===== src/phase_mgr_pkg.sv =====
// Operation
// RL1: auto save enters on voltage code drop
// RL2: auto save leaves on voltage code rise
// RL3: save mode scales current limit by phases
// RL4: auto enable input, below forced request
// RL5: low save request forces save mode
// RL6: select high keeps one, low two
// RL7: 2/3/4 phases; unused outputs stay low
// RL8: ramps offset evenly: 180, 120, 90 degrees
// RL9: switching period spans 100 kHz to 1 MHz
// RL10: gate high while error exceeds ramp
// RL11: supply lockout holds outputs, with hysteresis
// RL12: overcurrent latches outputs and soft start low
// RL13: overcurrent clears by power or enable toggle
// RL14: overvoltage drops ready, latches until power
// RL15: voltage code synchronised, compared stable-to-stable
package phase_mgr_pkg;
    // clock and switching range
    localparam int unsigned CLK_HZ = 25_000_000;
    localparam int unsigned FSW_MIN_KHZ = 100;
    localparam int unsigned FSW_MAX_KHZ = 1000;
    // longest period rounds down, shortest rounds up
    localparam logic [7:0] PER_MAX = 8'(CLK_HZ / (FSW_MIN_KHZ * 1000));
    localparam logic [7:0] PER_MIN = 8'((CLK_HZ + FSW_MAX_KHZ * 1000 - 1) / (FSW_MAX_KHZ * 1000));
    localparam logic [7:0] PER_RESET = 8'h4c;
    // protection thresholds
    localparam logic [12:0] OV_MARGIN_MV = 13'h0b4;
    localparam logic [7:0] SUPPLY_LOCKOUT_RISE = 8'hb0;
    localparam logic [7:0] SUPPLY_LOCKOUT_FALL = 8'ha0;
    // voltage code watcher
    localparam int unsigned VID_W = 8;
    localparam logic [2:0] VID_STABLE_CYC = 3'h4;
    // register byte addresses
    localparam logic [7:0] ADDR_CTRL = 8'h00;
    localparam logic [7:0] ADDR_PERIOD = 8'h04;
    localparam logic [7:0] ADDR_LIMIT = 8'h08;
    localparam logic [7:0] ADDR_STATUS = 8'h0c;
    localparam logic [7:0] ADDR_IRQ_STAT = 8'h10;
    localparam logic [7:0] ADDR_IRQ_MASK = 8'h14;
    // fields and reset values
    localparam logic [2:0] PHASES_RESET = 3'h4;
    localparam logic [11:0] LIMIT_RESET = 12'hfff;
    localparam int unsigned IRQ_W = 4;
    localparam int unsigned IRQ_OC = 0;
    localparam int unsigned IRQ_OV = 1;
    localparam int unsigned IRQ_SAVE_IN = 2;
    localparam int unsigned IRQ_SAVE_OUT = 3;
    localparam int unsigned STAT_STATE_LSB = 0;
    localparam int unsigned STAT_SAVE = 2;
    localparam int unsigned STAT_KEPT_LSB = 4;
    localparam int unsigned STAT_VID_LSB = 8;

    typedef enum logic [1:0] {
        ST_LOCKOUT,
        ST_RUN,
        ST_OC_TRIP,
        ST_OV_TRIP
    } run_state_t;
endpackage : phase_mgr_pkg


===== src/vid_if.sv =====
`timescale 1ns/100ps
// settled voltage code and its direction events
interface vid_if;
    import phase_mgr_pkg::*;
    logic [VID_W-1:0] stableCode;
    logic dropPulse;
    logic risePulse;
    modport watcher (output stableCode, output dropPulse, output risePulse);
    modport user (input stableCode, input dropPulse, input risePulse);
endinterface : vid_if

===== src/multiphase_pwm_phase_manager.sv =====
// Register access over Wishbone and the address map were left to the implementer.
`timescale 1ns/100ps
module multiphase_pwm_phase_manager
    import phase_mgr_pkg::*;
(
    // clock and reset
    input wire logic clk,
    input wire logic resetn,
    // wishbone slave
    input wire logic wb_cyc_i,
    input wire logic wb_stb_i,
    input wire logic wb_we_i,
    input wire logic [7:0] wb_adr_i,
    input wire logic [3:0] wb_sel_i,
    input wire logic [31:0] wb_dat_i,
    output logic [31:0] wb_dat_o,
    output logic wb_ack_o,
    output logic irq,
    // processor side
    input wire logic [VID_W-1:0] voltageIdCode,
    input wire logic autoSaveEnable,
    input wire logic powerSaveRequestN,
    input wire logic savePhaseCountSelect,
    // converter sensing
    input wire logic enableIn,
    input wire logic [7:0] supplyLevel,
    input wire logic [7:0] errorLevel,
    input wire logic [11:0] summedPhaseCurrent,
    input wire logic [11:0] outputMv,
    input wire logic [11:0] targetMv,
    // gate drivers and status
    output logic gateOutPhase1,
    output logic gateOutPhase2,
    output logic gateOutPhase3,
    output logic gateOutPhase4,
    output logic softStartEnable,
    output logic regulatorReady
);
    typedef struct packed {
        run_state_t state;
        logic supplyOk;
        logic [2:0] cfgPhases;
        logic [7:0] period;
        logic [11:0] limit;
        logic [IRQ_W-1:0] irqStat;
        logic [IRQ_W-1:0] irqMask;
        logic [7:0] cnt;
        logic autoSave;
        logic saveMode;
        logic [3:0] gates;
        logic ack;
        logic [31:0] rdat;
    } mgr_t;

    mgr_t s_r;
    mgr_t s_nxt;
    vid_if vid ();

    vid_change_watcher u_watch (
        .clk(clk),
        .resetn(resetn),
        .voltageIdCode(voltageIdCode),
        .vid(vid.watcher)
    );

    // start of slot s when k phases share one period
    function automatic logic [7:0] phaseOffset(input logic [7:0] per,
                                               input logic [2:0] k,
                                               input logic [1:0] slot);
        logic [9:0] prod;
        prod = 10'(slot) * 10'(per);
        case (k)
            3'h2: phaseOffset = 8'(prod >> 1);
            3'h3: phaseOffset = 8'(prod / 10'h003);
            3'h4: phaseOffset = 8'(prod >> 2);
            default: phaseOffset = 8'h00;
        endcase
    endfunction : phaseOffset

    // which ramp slot drives output i, and whether it is used at all
    function automatic logic [2:0] slotMap(input logic [2:0] k, input logic [1:0] i);
        case (k)
            3'h1: slotMap = (i == 2'h0) ? 3'b100 : 3'b000;
            3'h2: slotMap = (i == 2'h0) ? 3'b100 : (i == 2'h2) ? 3'b101 : 3'b000;
            3'h3: slotMap = (i == 2'h3) ? 3'b000 : {1'b1, i};
            3'h4: slotMap = {1'b1, i};
            default: slotMap = 3'b000;
        endcase
    endfunction : slotMap

    // symmetric triangle: peak at period edges, valley mid-period
    function automatic logic [7:0] rampLevel(input logic [7:0] per, input logic [7:0] pos);
        logic [7:0] half;
        half = per >> 1;
        rampLevel = (pos <= half) ? (half - pos) : (pos - half);
    endfunction : rampLevel

    // a phase-count field outside 2..4 is taken as four phases
    function automatic logic [2:0] validPhases(input logic [2:0] v);
        validPhases = (v == 3'h2 || v == 3'h3) ? v : PHASES_RESET;
    endfunction : validPhases

    logic [2:0] keptPhases;
    logic [14:0] limitProd;
    logic [11:0] effLimit;
    logic [12:0] ovLevel;
    logic ocTrip;
    logic ovTrip;
    logic busHit;
    logic [7:0] pos;
    logic [8:0] posSum;
    logic [2:0] map;
    logic [7:0] newPer;
    logic [IRQ_W-1:0] irqSet;
    logic [IRQ_W-1:0] irqClr;

    // phases kept after shedding, never more than fitted
    always_comb begin
        if (s_r.saveMode) begin
            keptPhases = savePhaseCountSelect ? 3'h1 : 3'h2; // RL6
        end else begin
            keptPhases = s_r.cfgPhases; // RL7
        end
    end

    // overcurrent limit follows the share of phases still running
    always_comb begin
        limitProd = 15'(s_r.limit) * 15'(keptPhases); // RL3
        case (s_r.cfgPhases)
            3'h2: effLimit = 12'(limitProd >> 1);
            3'h3: effLimit = 12'(limitProd / 15'h0003);
            default: effLimit = 12'(limitProd >> 2);
        endcase
        ocTrip = summedPhaseCurrent > effLimit; // RL12
        ovLevel = 13'(targetMv) + OV_MARGIN_MV;
        ovTrip = 13'(outputMv) > ovLevel; // RL14
    end

    // main next-state process
    always_comb begin
        s_nxt = s_r;
        busHit = wb_cyc_i && wb_stb_i && !s_r.ack;
        irqSet = '0;
        irqClr = '0;
        pos = 8'h00;
        posSum = 9'h000;
        map = 3'h0;
        newPer = wb_dat_i[7:0];

        // supply comparator with hysteresis
        if (!s_r.supplyOk && supplyLevel >= SUPPLY_LOCKOUT_RISE) begin
            s_nxt.supplyOk = 1'b1; // RL11
        end else if (s_r.supplyOk && supplyLevel < SUPPLY_LOCKOUT_FALL) begin
            s_nxt.supplyOk = 1'b0; // RL11
        end

        // forced request wins; auto detection only while enabled
        if (!autoSaveEnable) begin
            s_nxt.autoSave = 1'b0; // RL4
        end else if (vid.dropPulse) begin
            s_nxt.autoSave = 1'b1; // RL1
        end else if (vid.risePulse) begin
            s_nxt.autoSave = 1'b0; // RL2
        end
        s_nxt.saveMode = !powerSaveRequestN || (powerSaveRequestN && s_nxt.autoSave); // RL5
        irqSet[IRQ_SAVE_IN] = s_nxt.saveMode && !s_r.saveMode;
        irqSet[IRQ_SAVE_OUT] = !s_nxt.saveMode && s_r.saveMode;

        // run state; from run, overvoltage outranks everything and only reset clears it
        case (s_r.state)
            ST_LOCKOUT: begin
                if (s_r.supplyOk && enableIn) begin
                    s_nxt.state = ST_RUN; // RL11
                end
            end
            ST_RUN: begin
                if (ovTrip) begin
                    s_nxt.state = ST_OV_TRIP; // RL14
                    irqSet[IRQ_OV] = 1'b1;
                end else if (!s_r.supplyOk || !enableIn) begin
                    s_nxt.state = ST_LOCKOUT; // RL11
                end else if (ocTrip) begin
                    s_nxt.state = ST_OC_TRIP; // RL12
                    irqSet[IRQ_OC] = 1'b1;
                end
            end
            ST_OC_TRIP: begin
                if (!enableIn) begin
                    s_nxt.state = ST_LOCKOUT; // RL13
                end
            end
            ST_OV_TRIP: begin
                s_nxt.state = ST_OV_TRIP; // RL14
            end
            default: begin
                s_nxt.state = ST_LOCKOUT;
            end
        endcase

        // shared period counter; a shortened period wraps at once
        if (s_r.cnt >= s_r.period - 8'h01) begin
            s_nxt.cnt = 8'h00; // RL9
        end else begin
            s_nxt.cnt = s_r.cnt + 8'h01;
        end

        // per-output comparators against offset ramps
        for (int i = 0; i < 4; i++) begin
            map = slotMap(keptPhases, 2'(i)); // RL7
            // nine bits: counter plus offset passes 255 at long periods
            posSum = 9'(s_r.cnt) + 9'(phaseOffset(s_r.period, keptPhases, map[1:0])); // RL8
            if (posSum >= 9'(s_r.period)) begin
                posSum = posSum - 9'(s_r.period);
            end
            pos = posSum[7:0];
            s_nxt.gates[i] = (s_r.state == ST_RUN) && map[2] // RL12
                && (errorLevel > rampLevel(s_r.period, pos)); // RL10
        end

        // wishbone: one wait state, ack for one cycle
        s_nxt.ack = busHit;
        if (busHit && !wb_we_i) begin
            s_nxt.rdat = 32'h0;
            case (wb_adr_i)
                ADDR_CTRL: s_nxt.rdat[2:0] = s_r.cfgPhases;
                ADDR_PERIOD: s_nxt.rdat[7:0] = s_r.period;
                ADDR_LIMIT: s_nxt.rdat[11:0] = s_r.limit;
                ADDR_STATUS: begin
                    s_nxt.rdat[STAT_STATE_LSB +: 2] = s_r.state;
                    s_nxt.rdat[STAT_SAVE] = s_r.saveMode;
                    s_nxt.rdat[STAT_KEPT_LSB +: 3] = keptPhases;
                    s_nxt.rdat[STAT_VID_LSB +: VID_W] = vid.stableCode;
                end
                ADDR_IRQ_STAT: s_nxt.rdat[IRQ_W-1:0] = s_r.irqStat;
                ADDR_IRQ_MASK: s_nxt.rdat[IRQ_W-1:0] = s_r.irqMask;
                default: s_nxt.rdat = 32'h0;
            endcase
        end
        if (busHit && wb_we_i && wb_sel_i[0]) begin
            case (wb_adr_i)
                ADDR_CTRL: s_nxt.cfgPhases = validPhases(wb_dat_i[2:0]);
                ADDR_PERIOD: begin
                    // clamp keeps the oscillator inside its range
                    if (newPer < PER_MIN) begin
                        s_nxt.period = PER_MIN; // RL9
                    end else if (newPer > PER_MAX) begin
                        s_nxt.period = PER_MAX; // RL9
                    end else begin
                        s_nxt.period = newPer;
                    end
                end
                ADDR_LIMIT: s_nxt.limit[7:0] = wb_dat_i[7:0];
                ADDR_IRQ_STAT: irqClr = wb_dat_i[IRQ_W-1:0];
                ADDR_IRQ_MASK: s_nxt.irqMask = wb_dat_i[IRQ_W-1:0];
                default: s_nxt.irqMask = s_r.irqMask;
            endcase
        end
        if (busHit && wb_we_i && wb_sel_i[1] && wb_adr_i == ADDR_LIMIT) begin
            s_nxt.limit[11:8] = wb_dat_i[11:8];
        end

        // an event in the clearing cycle survives the clear
        s_nxt.irqStat = (s_r.irqStat & ~irqClr) | irqSet;
    end

    always_ff @(posedge clk) begin
        if (!resetn) begin
            s_r <= '{state: ST_LOCKOUT, supplyOk: 1'b0, cfgPhases: PHASES_RESET,
                     period: PER_RESET, limit: LIMIT_RESET, irqStat: '0, irqMask: '0,
                     cnt: 8'h00, autoSave: 1'b0, saveMode: 1'b0, gates: 4'h0,
                     ack: 1'b0, rdat: 32'h0};
        end else begin
            s_r <= s_nxt;
        end
    end

    // outputs
    assign wb_ack_o = s_r.ack;
    assign wb_dat_o = s_r.rdat;
    assign irq = |(s_r.irqStat & s_r.irqMask);
    assign gateOutPhase1 = s_r.gates[0];
    assign gateOutPhase2 = s_r.gates[1];
    assign gateOutPhase3 = s_r.gates[2];
    assign gateOutPhase4 = s_r.gates[3];
    assign softStartEnable = (s_r.state == ST_RUN); // RL12
    assign regulatorReady = (s_r.state == ST_RUN); // RL14
endmodule : multiphase_pwm_phase_manager


===== src/vid_change_watcher.sv =====
`timescale 1ns/100ps
module vid_change_watcher
    import phase_mgr_pkg::*;
(
    // clock and reset
    input wire logic clk,
    input wire logic resetn,
    // processor voltage code pins
    input wire logic [VID_W-1:0] voltageIdCode,
    // settled code to the manager
    vid_if.watcher vid
);
    typedef struct packed {
        logic [VID_W-1:0] sync1;
        logic [VID_W-1:0] sync2;
        logic [VID_W-1:0] last;
        logic [2:0] cnt;
        logic [VID_W-1:0] stable;
        logic valid;
        logic drop;
        logic rise;
    } watch_t;

    watch_t s_r;
    watch_t s_nxt;

    // a larger code means a lower voltage; a code must hold a few cycles
    // so that skew between the pins does not read as two steps
    always_comb begin
        s_nxt = s_r;
        s_nxt.sync1 = voltageIdCode;
        s_nxt.sync2 = s_r.sync1;
        s_nxt.drop = 1'b0;
        s_nxt.rise = 1'b0;
        if (s_r.sync2 != s_r.last) begin
            s_nxt.last = s_r.sync2;
            s_nxt.cnt = 3'h0;
        end else if (s_r.cnt < VID_STABLE_CYC - 3'h1) begin
            s_nxt.cnt = s_r.cnt + 3'h1;
        end else if (s_r.cnt == VID_STABLE_CYC - 3'h1) begin
            s_nxt.cnt = VID_STABLE_CYC;
            s_nxt.stable = s_r.last;
            s_nxt.valid = 1'b1;
            s_nxt.drop = s_r.valid && (s_r.last > s_r.stable); // RL15
            s_nxt.rise = s_r.valid && (s_r.last < s_r.stable); // RL15
        end
    end

    always_ff @(posedge clk) begin
        if (!resetn) begin
            s_r <= '0;
        end else begin
            s_r <= s_nxt;
        end
    end

    assign vid.stableCode = s_r.stable;
    assign vid.dropPulse = s_r.drop;
    assign vid.risePulse = s_r.rise;
endmodule : vid_change_watcher


===== config.mk =====
export PLATFORM = sky130hd
export DESIGN_NAME = multiphase_pwm_phase_manager
export DESIGN_NICKNAME = d
export VERILOG_FILES = /design/src/phase_mgr_pkg.sv /design/src/vid_if.sv /design/src/multiphase_pwm_phase_manager.sv /design/src/vid_change_watcher.sv
export SDC_FILE = /design/constraint.sdc
export NUM_CORES = 1
export LEC_CHECK = 0
export BUFFER_PORTS_ARGS = -buffer_cell sky130_fd_sc_hd__buf_4
export CAP_MARGIN = 25
export CORE_MARGIN = 2
export CORE_UTILIZATION = 40
export CTS_BUF_LIST = sky130_fd_sc_hd__clkbuf_8 sky130_fd_sc_hd__clkbuf_16
export DETAILED_ROUTE_END_ITERATION = 8
export SKIP_CTS_REPAIR_TIMING = 1
export SLEW_MARGIN = 20
export SYNTH_ARGS = -nofsm -noshare
export SYNTH_HDL_FRONTEND = slang
export SYNTH_SLANG_ARGS = --single-unit

===== constraint.sdc =====
create_clock -name clk -period 17.89 [get_ports clk]
set_input_delay 2.6835 -clock clk [delete_from_list [all_inputs] [get_ports clk]]
set_output_delay 2.6835 -clock clk [all_outputs]
set_load 0.05 [all_outputs]

==> reports/qor.txt <==
outcome: completed
final wirelength: 45200 um
GR Util All Layers: 21.2%
Synth Area in Simple Gates: 20.6%
CTS tree: built
Worst Hold Slack: 437 ps
maximum vdd drop: 0.0507 mV
crit path capture type: flop
maximum number of pins on one net before global-route repair: 50
first-pass GRT wire length: 72600 um
Hold Crit Depth: 1
Layout Nets: 2554
vias: 15379
Compound-Gate Fraction of Synth Area: 25.2%
Critical Path Start: savePhaseCountSelect
IO Port Bufs: 110
M3 GR Usage: 2.60%
reg2reg start: s_r[37]$_SDFF_PN0_
critical path data arrival time: 15920 ps
post-synthesis mux area share: 5.08%
Clock Skews: 10.7 ps
Place WS: 1920 ps
Initial Utilization: 40.5%
P per Cell Area: 69.8 mW/mm2
FP Rows: 73
commonest cells in the synthesized netlist: ha_1, nand2_1, a21oi_1
part of the cycle the worst path needs: 87.6%
area grow syn2layout: 9.06%
FF-to-FF End: gateOutPhase4$_SDFF_PN0_
per-cell routed wire length: 16.6 um
detailed router's first-iteration violation count: 1062
reg-to-reg setup timing slack: 3440 ps
routability cong.: 0.868
Ys Warns: 0
Post-synth EDFFs: 0
met1 Usage GRT: 28.8%
flops & latches, synth: 103
Non-Filler Instances: 2716
H-tree depth: 3
Clock transition at path regs: 90 ps
worst skew pair latency: 370 ps
IO Count: 153
Worst Path Required: 18140 ps
Total Power: 1.22 mW
max_cap viols: 0
crit-path max cell delay: 640 ps
most frequent CP cell: a21oi_1
Core Region: 0.0396 mm2
top-count cell post-synth: ha_1
initial antenna violation count: 0
xor-xnor portion of the synthesized cell area: 7.86%
hpwl dp: 35100 um
Final Setup Violations: 0
# clock sinks: 103
maximum root-to-sink buffer count: 2
leading area contributor after synthesis: ha_1
Slew @ Worst Pin: 976 ps
grt met2 use: 36.2%
Multi-input gate area: 0.0129 mm2
largest family of logic cells by synthesized area: compound AO/OA/AOI/OAI gates
Die Area: 0.0417 mm2
finished layout cell area: 0.0175 mm2
placed inst area: 0.0171 mm2
final core utilization: 44.1%
Initial DRT Pass Iterations: 6
final max-slew violation count: 0
Antenna Nets Post-Route: 0
fillers: 4044
syn avg cell area: 7.48 um2
Static Leak: 7.88 nW
vias per cell: 5.66
Synth top area share: 17.7%
Max-slew headroom: 34.5%
Synth area leaders: ha_1, dfxtp_1, a21oi_1
Crit-path slowest cell: o21ai_1
Register Area: 0.00206 mm2
CTS Buf Count: 9
area of the mapped netlist: 0.0160 mm2
clock period minus worst slack: 15680 ps
number of global-route vias before repair: 14435
Critical Path End: gateOutPhase3$_SDFF_PN0_
Distinct cells, synth: 93
reg2reg path depth: 57
CP Max Fanout: 15
most used routing layer: met2
Synth Flop Type: dfxtp_1
post-synthesis sequential area ratio: 12.9%
Worst Setup Path Type: input pin to flop
Die W: 204 um
total gr overflow: 0
Fin. Hold Viols: 0
CTS root buf: clkbuf_16
antenna diode count: 0
DRC violations left: 0
Cells after Synth: 2145
layout cell share with drive strength beyond 1: 9.36%
height of the die: 204 um
Critical Path Start Type: input pin
dpl cells: 2696
post-route setup slack: 2210 ps
setup TNS: 0 ps
f_max: 0.0638 GHz
Async SR Flop Fraction: 0%
RSZ-0062 raised after global routing: no
Min-Delay Path Class: flop to flop
Synth Area in Adders: 21.3%
## worst min-delay path by stage
stage | from | endpoint | slack, ps
2_1_floorplan | u_watch.s_nxt[22]$_SDFF_PN0_ | u_watch.s_r[22]$_SDFF_PN0_ | 410
3_3_place_gp | u_watch.s_nxt[25]$_SDFF_PN0_ | u_watch.s_r[25]$_SDFF_PN0_ | 410
3_5_place_dp | u_watch.s_nxt[23]$_SDFF_PN0_ | u_watch.s_r[23]$_SDFF_PN0_ | 420
4_1_cts | u_watch.s_nxt[23]$_SDFF_PN0_ | u_watch.s_r[23]$_SDFF_PN0_ | 440
5_1_grt | u_watch.s_nxt[29]$_SDFF_PN0_ | u_watch.s_r[29]$_SDFF_PN0_ | 460
6_report | u_watch.s_nxt[29]$_SDFF_PN0_ | u_watch.s_r[29]$_SDFF_PN0_ | 440
## cells by family after synthesis
group | Yosys count
and+or+nand+nor | 683
AOI/OAI and AO/OA | 619
buffers and inverters | 262
adders and majority gates | 257
xor gates and xnor gates | 144
DFF | 103
muxes | 76
other | 1
## sequential cells by signal (all words and copies together), names as in the netlist
| name | count |
|---|---|
| s_r | 44 |
| u_watch.s_r | 20 |
| wb_dat_o | 16 |
| u_watch.s_nxt | 8 |
| u_watch.vid.stableCode | 8 |
| gateOutPhase1 | 1 |
| gateOutPhase2 | 1 |
| gateOutPhase3 | 1 |
| gateOutPhase4 | 1 |
| u_watch.vid.dropPulse | 1 |
| u_watch.vid.risePulse | 1 |
| wb_ack_o | 1 |
## worst max-delay path: cells and delay by family
kind,cells,cell delay [ps]
AOI/OAI and AO/OA,29,6460
xor gates and xnor gates,7,1380
and+or+nand+nor,12,2220
buffers and inverters,3,240
adders and majority gates,8,2440
muxes,1,430
## where the power goes
part	internal, mW	switching [mW]	total [mW]	leakage (nW)
combinational	0.313	0.460	0.773	6.88
clock	0.102	0.106	0.207	0.154
sequential	0.234	0.00650	0.241	0.838
## final cells by class
class / instances / area share [%]
Tap cell: 525 / 3.76
Clock buffer: 9 / 1.29
Sequential cell: 103 / 11.8
Multi-Input combinational cell: 1795 / 73.9
Clock inverter: 7 / 0.565
Timing Repair Buffer: 131 / 5.57
Inverter: 146 / 3.13
## placed cells by master, fill, tap and decap left out, drive strengths merged, types with 11 or more instances in the layout
cell    synthesis  final
conb            1     16
dfxtp         103    103
nand2b         28     28
xnor2          98     98
and2           47     47
a221oi         23     23
buf            39    129
a211oi         16     16
ha            227    227
inv           144    146
clkbuf         77     11
and3           13     13
mux2           37     37
fa             28     28
o21bai         29     29
nand3          61     61
o31ai          11     11
o211ai         15     15
o21a           18     18
or3            13     13
a31oi          21     21
a21oi         173    173
nor2          170    170
nor4           12     12
mux2i          39     39
nor3           59     59
xor2           46     46
nor2b          37     37
nand4          35     35
nand2         181    181
a21o           73     73
o21ai         133    133
a22oi          21     21
## routing by layer
layer | wire length [um] | vias up | share of wire (%)
met5 | 0 | - | 0
met4 | 438 | 0 | 0.97
met3 | 2110 | 31 | 4.7
met2 | 21000 | 346 | 46
met1 | 21700 | 7245 | 48
li1 | - | 7757 | -
No activity file was read; power rests on OpenSTA's default activity.
